## src/common/isoio_pkg.sv

```systemverilog
package isoio_pkg;
    // =========================================================
    // bus geometry
    localparam int unsigned ADDR_W       = 6;
    localparam int unsigned DATA_W       = 8;
    localparam int unsigned BLOCKS       = 4;
    localparam int unsigned CHANNELS     = 32;
    localparam int unsigned BLK_IDX_W    = 2;
    localparam int unsigned BRD_SEL_W    = 4;
    // =========================================================
    // field positions in the bus address
    localparam int unsigned BRD_SEL_LSB  = 2;
    localparam int unsigned BLK_IDX_LSB  = 0;
    // =========================================================
    // reset values
    localparam logic [CHANNELS-1:0] OUT_RST  = 32'h0000_0000;
    localparam logic [ADDR_W-1:0]   PTR_RST  = 6'h00;
    localparam logic [DATA_W-1:0]   RD_RST   = 8'h00;
    // =========================================================
    // pin synchroniser depth
    localparam int unsigned SYNC_STAGES  = 3;
endpackage : isoio_pkg

```

## src/hw/isoio_rack_port.sv

```systemverilog
// Behaviour
// - answer four consecutive addresses of sixty-four
// - offsets zero to three select blocks zero-three
// - data bit n drives block channel n
// - block k holds rack channels 8k to 8k+7
// - board address is sum of ON switch weights
// - write latches byte, ones activate channels
// - read returns block state, outputs read back
// - each channel individually input or output
`timescale 1ns/1ns
`default_nettype none
module isoio_rack_port (
    // clock and reset
    input  wire logic        core_clk_i,
    input  wire logic        sys_rst_i,
    // board address switches, one bit per weight, high = ON
    input  wire logic [5:0]  dip_switch_i,
    // channel direction, high = output module fitted
    input  wire logic [31:0] chan_is_output_i,
    // expansion bus from controller
    input  wire logic        address_pointer_port_wr_i,
    input  wire logic        data_transfer_port_wr_i,
    input  wire logic        data_transfer_port_rd_i,
    input  wire logic [5:0]  bus_data_i,
    input  wire logic [7:0]  bus_wdata_i,
    output logic      [7:0]  bus_rdata_o,
    output logic             bus_rdata_oe_n_o,
    // field side
    input  wire logic [31:0] chan_sense_i,
    output logic      [31:0] chan_drive_o
);
    // =========================================================
    // notes
    // - one system clock; field levels are the only inputs from outside it
    // - bus strobes are single-cycle pulses already timed to this clock
    // - a pointer load and a data access in the same cycle: the access
    //   uses the pointer held before that edge
    // - the write busy time after a data write is the controller's duty;
    //   this block accepts a new access on any cycle
    // - readback of an input channel lags its pin by about four cycles
    // - a rack window is four aligned addresses, so the two lowest
    //   switches take no part in the decode
    // - bus_rdata_o reads zero whenever the enable is high
    // - reset clears every latch, so all output modules start inactive
    // - a data access outside the window changes nothing here
    // - channel 8k+n of the rack is bit n of block k
    // - the direction map is a static strap; changing it live only
    //   changes what readback returns
    // - a read strobe held high keeps the byte on the bus, one cycle behind
    // - a field level between two disagreeing stages is held, not passed

    // =========================================================
    // field input synchronisers, one per channel
    logic [31:0] sense_s1_reg;
    logic [31:0] sense_s2_reg;
    logic [31:0] sense_s3_reg;
    logic [31:0] sense_reg;

    genvar gc;
    generate
        for (gc = 0; gc < 32; gc++) begin : g_sense
            // three stages guard against metastable field levels
            always_ff @(posedge core_clk_i or posedge sys_rst_i) begin
                if (sys_rst_i) begin
                    sense_s1_reg[gc] <= isoio_pkg::OUT_RST[gc];
                    sense_s2_reg[gc] <= isoio_pkg::OUT_RST[gc];
                    sense_s3_reg[gc] <= isoio_pkg::OUT_RST[gc];
                end else begin
                    sense_s1_reg[gc] <= chan_sense_i[gc];
                    sense_s2_reg[gc] <= sense_s1_reg[gc];
                    sense_s3_reg[gc] <= sense_s2_reg[gc];
                end
            end

            // a new level counts only once the last two stages agree
            always_ff @(posedge core_clk_i or posedge sys_rst_i) begin
                if (sys_rst_i) begin
                    sense_reg[gc] <= isoio_pkg::OUT_RST[gc];
                end else if (sense_s2_reg[gc] == sense_s3_reg[gc]) begin
                    sense_reg[gc] <= sense_s3_reg[gc];
                end
            end
        end
    endgenerate

    // =========================================================
    // board address, caught every clock after reset release
    // switches are static, so the one-cycle lag after release is harmless
    logic [5:0] board_addr_reg;

    always_ff @(posedge core_clk_i or posedge sys_rst_i) begin
        if (sys_rst_i) begin
            board_addr_reg <= isoio_pkg::PTR_RST;
        end else begin
            board_addr_reg <= dip_switch_i;
        end
    end

    // =========================================================
    // address pointer
    // the pointer keeps its value, so repeated accesses to one block need no reload
    logic [5:0] ptr_reg;

    always_ff @(posedge core_clk_i or posedge sys_rst_i) begin
        if (sys_rst_i) begin
            ptr_reg <= isoio_pkg::PTR_RST;
        end else if (address_pointer_port_wr_i) begin
            ptr_reg <= bus_data_i;
        end
    end

    // =========================================================
    // decode helpers
    // true when the pointer falls inside this rack's four-address window
    function automatic logic hit(
        input logic [5:0] ptr,
        input logic [5:0] brd
    );
        hit = (ptr[isoio_pkg::BRD_SEL_LSB +: isoio_pkg::BRD_SEL_W]
               == brd[isoio_pkg::BRD_SEL_LSB +: isoio_pkg::BRD_SEL_W]);
    endfunction : hit

    // one-hot block enable from the low pointer bits
    function automatic logic [3:0] blk_onehot(
        input logic [1:0] idx
    );
        blk_onehot      = 4'h0;
        blk_onehot[idx] = 1'b1;
    endfunction : blk_onehot

    // =========================================================
    // access enables, one bit per block
    logic       sel;
    logic [1:0] blk;
    logic [3:0] wr_en;
    logic [3:0] rd_en;

    assign sel   = hit(ptr_reg, board_addr_reg);
    assign blk   = ptr_reg[isoio_pkg::BLK_IDX_LSB +: isoio_pkg::BLK_IDX_W];
    assign wr_en = (data_transfer_port_wr_i && sel) ? blk_onehot(blk) : 4'h0;
    assign rd_en = (data_transfer_port_rd_i && sel) ? blk_onehot(blk) : 4'h0;

    // =========================================================
    // output latches, one byte per block
    logic [31:0] drive_reg;

    genvar gb;
    generate
        for (gb = 0; gb < 4; gb++) begin : g_latch
            // writes to other blocks leave this byte alone
            always_ff @(posedge core_clk_i or posedge sys_rst_i) begin
                if (sys_rst_i) begin
                    drive_reg[gb*8 +: 8] <= isoio_pkg::OUT_RST[gb*8 +: 8];
                end else if (wr_en[gb]) begin
                    drive_reg[gb*8 +: 8] <= bus_wdata_i;
                end
            end
        end
    endgenerate

    // the latches feed the module pins directly
    assign chan_drive_o = drive_reg;

    // =========================================================
    // channel state as seen by readback
    // output channels return their latch, input channels their filtered level
    logic [31:0] state_w;
    logic [7:0]  blk_byte_w [4];

    assign state_w = (chan_is_output_i & drive_reg) | (~chan_is_output_i & sense_reg);

    generate
        for (gb = 0; gb < 4; gb++) begin : g_byte
            assign blk_byte_w[gb] = state_w[gb*8 +: 8];
        end
    endgenerate

    // =========================================================
    // read byte select
    logic [7:0] rd_byte_w;

    always_comb begin
        rd_byte_w = isoio_pkg::RD_RST;
        // at most one enable bit is high, the loop picks it
        for (int b = 0; b < 4; b++) begin
            if (rd_en[b]) begin
                rd_byte_w = blk_byte_w[b];
            end
        end
    end

    // =========================================================
    // read data and enable; the bus floats whenever this rack is not read
    always_ff @(posedge core_clk_i or posedge sys_rst_i) begin
        if (sys_rst_i) begin
            bus_rdata_o      <= isoio_pkg::RD_RST;
            bus_rdata_oe_n_o <= 1'b1;
        end else if (|rd_en) begin
            bus_rdata_o      <= rd_byte_w;
            bus_rdata_oe_n_o <= 1'b0;
        end else begin
            // zero rather than the last byte, so an idle bus shows nothing stale
            bus_rdata_o      <= isoio_pkg::RD_RST;
            bus_rdata_oe_n_o <= 1'b1;
        end
    end
endmodule : isoio_rack_port
`default_nettype wire

```

## config.mk

```make
export PLATFORM = sky130hd
export DESIGN_NAME = isoio_rack_port
export DESIGN_NICKNAME = d
export VERILOG_FILES = /design/src/common/isoio_pkg.sv /design/src/hw/isoio_rack_port.sv
export SDC_FILE = /design/constraint.sdc
export NUM_CORES = 1
export LEC_CHECK = 0
export ABC_AREA = 1
export BUFFER_PORTS_ARGS = -buffer_cell sky130_fd_sc_hd__buf_2
export CORE_UTILIZATION = 58
export CTS_CLUSTER_DIAMETER = 40
export DETAILED_ROUTE_END_ITERATION = 8
export PLACE_DENSITY = 0.84
export RECOVER_POWER = 100
export SYNTH_ARGS = -nofsm -noshare
export SYNTH_HDL_FRONTEND = slang
export SYNTH_SLANG_ARGS = --single-unit
```

## constraint.sdc

```tcl
create_clock -name core_clk_i -period 16.9 [get_ports core_clk_i]
set_input_delay 3.38 -clock core_clk_i [delete_from_list [all_inputs] [get_ports core_clk_i]]
set_output_delay 3.38 -clock core_clk_i [all_outputs]
set_load 0.01 [all_outputs]
```

==> flow_summary.json <==
{
  "status": "finished with violations",
  "violations": "max-capacitance violations, max-slew violations",
  "cp.arrival_ns": 8.81,
  "first_pass_iters": 4,
  "cp-startpoint": "sys_rst_i",
  "critPathRequiredTime_ns": 16.53,
  "layout-drive-gt1-share": 0.195,
  "cp_max_fo": 93,
  "hold_end": "sense_s2_reg[12]",
  "async_reset_ff_frac": 1.00,
  "max_cap_violations": 5,
  "worstReg2RegStart": "ptr_reg[2]",
  "fmax_mhz": 109,
  "setup_tns_ns": 0,
  "postCtsSetupBuffers": 0,
  "syn-num-nets": 564,
  "placementRows": 36,
  "rsz0062_at_grt": "false",
  "postRouteAntennaNets": 0,
  "cts_tree": "built",
  "hold_depth": 0,
  "core_area_um2": 9950,
  "power_density_nw_per_um2": 140,
  "antenna_found_initial": 0,
  "final-hold-violation-count": 0,
  "hpwl_mm": 8.82,
  "dp_slack_ns": 11.72,
  "fin_skew_ns": 0.00746,
  "fin_util": 0.736,
  "num_antenna_cells": 0,
  "overflow": 0,
  "synth_edf_count": 0,
  "h-tree-depth": 4,
  "wl_met2_mm": 6.24,
  "track_usage": 0.260,
  "numPortBuffers": 127,
  "leakage_nw": 3.45,
  "critical_path_class": "input pin to asynchronous set/reset pin",
  "vias_per_cell": 5.28,
  "dr.max_layer_used": "met4",
  "drt-initial-drc-count": 247,
  "synth_seq_cells": 179,
  "critical_path.startpoint_type": "input pin",
  "min_period_over_period": 0.543,
  "synthToLayoutAreaGrowth_pct": 20.7,
  "start_util": 0.610,
  "setup_slack_ns": 7.72,
  "clock_latency_ns": 0.53,
  "die-area_um2": 10900,
  "maxSlewViolCount": 217,
  "die_x_um": 104,
  "vias": 4000,
  "gp_congestion": 0.811,
  "die_h_um": 104,
  "ys.flop_type": "dfrtp_1",
  "worstReg2RegEnd": "chan_drive_o[16]",
  "worstHoldStart": "sense_s1_reg[12]",
  "setup_violations": 0,
  "endpoint_kind": "asynchronous set/reset pin",
  "num_io_pins": 130,
  "peakVddDrop_mv": 0.0988,
  "grt_first_pass_wirelength_mm": 20.8,
  "wl_met1_mm": 5.30,
  "yosys_warnings": 0,
  "routed_wl_mm": 12.8,
  "num-fill-cells": 703,
  "cts_resized": 0,
  "wl_per_cell_um": 16.9,
  "slew_headroom": -1.84,
  "final_common_cell": "dfrtp_1",
  "finalPower_mw": 1.03,
  "syn_area_per_cell_um2": 12.8,
  "rr_worst_depth": 6,
  "cts_buffers": 17,
  "seqCellArea_um2": 4480,
  "ff2ff_setup_slack_ns": 13.64,
  "synth_area_um2": 6070,
  "met3_length_um": 820,
  "tightestPinTransition_ns": 4.26,
  "finalCriticalPeriod_ns": 9.18,
  "worstHoldPathType": "register to register",
  "root_buffer": "clkbuf_8",
  "synth-seq-area-share": 0.738,
  "cts.sinks": 179,
  "cts_hold_buf": 0,
  "drc": 0,
  "grt_pass1_vias": 4173,
  "final_cell_mix": "dfrtp_1, buf_2, nand2_1",
  "ys_types": 21,
  "multi_input_area_um2": 1350,
  "cts.reportedPaths.clkPinSlew_ns": 0.06,
  "synth_cells": 475,
  "cts_buffer_depth": 2,
  "nNetsFinal": 701,
  "grt_max_degree": 94
}
==> layout make-up <==
cell class | count | share of cell area
flip-flops and latches | 179 | 0.612
multi-input cells | 248 | 0.185
repair buffers | 128 | 0.0800
clock buffers | 23 | 0.0637
well taps | 133 | 0.0227
inverters | 38 | 0.0197
clock inverters | 9 | 0.0174
==> stage by stage <==
step                      cells  hold slack, ns  instance area (µm²)
after global placement      726           0.332                 6830
after detailed placement    726           0.335                 6830
after floorplan             475           0.331                 6070
after CTS                   758           0.349                 7430
final                       758           0.347                 7320
after global routing        758           0.351                 7320
==> critical path, stage by stage <==
cell and delay, ns:
buf_2 0.10, clkinvlp_2 2.11, clkbuf_1 3.14
==> logic make-up (layout without fill, tap and decap cells) <==
logic type,count (synthesis),in the layout,share of synthesized area
AND/OR/NAND/NOR,143,143,0.109
flip-flops,179,179,0.738
buffers and inverters,48,198,0.0318
AO/OA/AOI/OAI,64,64,0.0528
multiplexers,6,6,0.0111
XOR/XNOR,3,3,0.00433
adder cells (fa/ha/maj),32,32,0.0528
==> where the power goes <==
group,leakage (nW),total [mW],switching [mW],internal [mW]
sequential,2.07,0.511,0.0307,0.480
combinational,1.09,0.129,0.0838,0.0453
clock,0.296,0.388,0.152,0.237
==> how the worst max path moves through the flow <==
stage                              endpoint
after floorplan           board_addr_reg[2]
after global placement    board_addr_reg[4]
after detailed placement   sense_s1_reg[19]
after CTS                  sense_s1_reg[19]
after global routing       sense_s2_reg[13]
final                      sense_s2_reg[13]
==> per-layer routing <==
metal / global-route usage / vias up
met4: 0.155 / 0
met1: 0.326 / 1949
met3: 0.0808 / 35
li1: - / 1846
met5: 0 / -
met2: 0.398 / 170
==> synth_stat cells, types with 2 or more instances <==
| cell | count | area, µm² |
|---|---|---|
| maj3_1 | 32 | 320 |
| o21ai_0 | 35 | 175 |
| nand2_1 | 56 | 210 |
| nor2_1 | 53 | 199 |
| dfrtp_1 | 178 | 4450 |
| nand3_1 | 2 | 10.0 |
| clkbuf_1 | 5 | 18.8 |
| buf_4 | 3 | 22.5 |
| nand4_1 | 25 | 156 |
| xnor2_1 | 3 | 26.3 |
| inv_1 | 38 | 143 |
| nor3_4 | 3 | 48.8 |
| mux2_2 | 6 | 67.6 |
| a21oi_1 | 29 | 145 |
(Power assumes the default switching activity.)
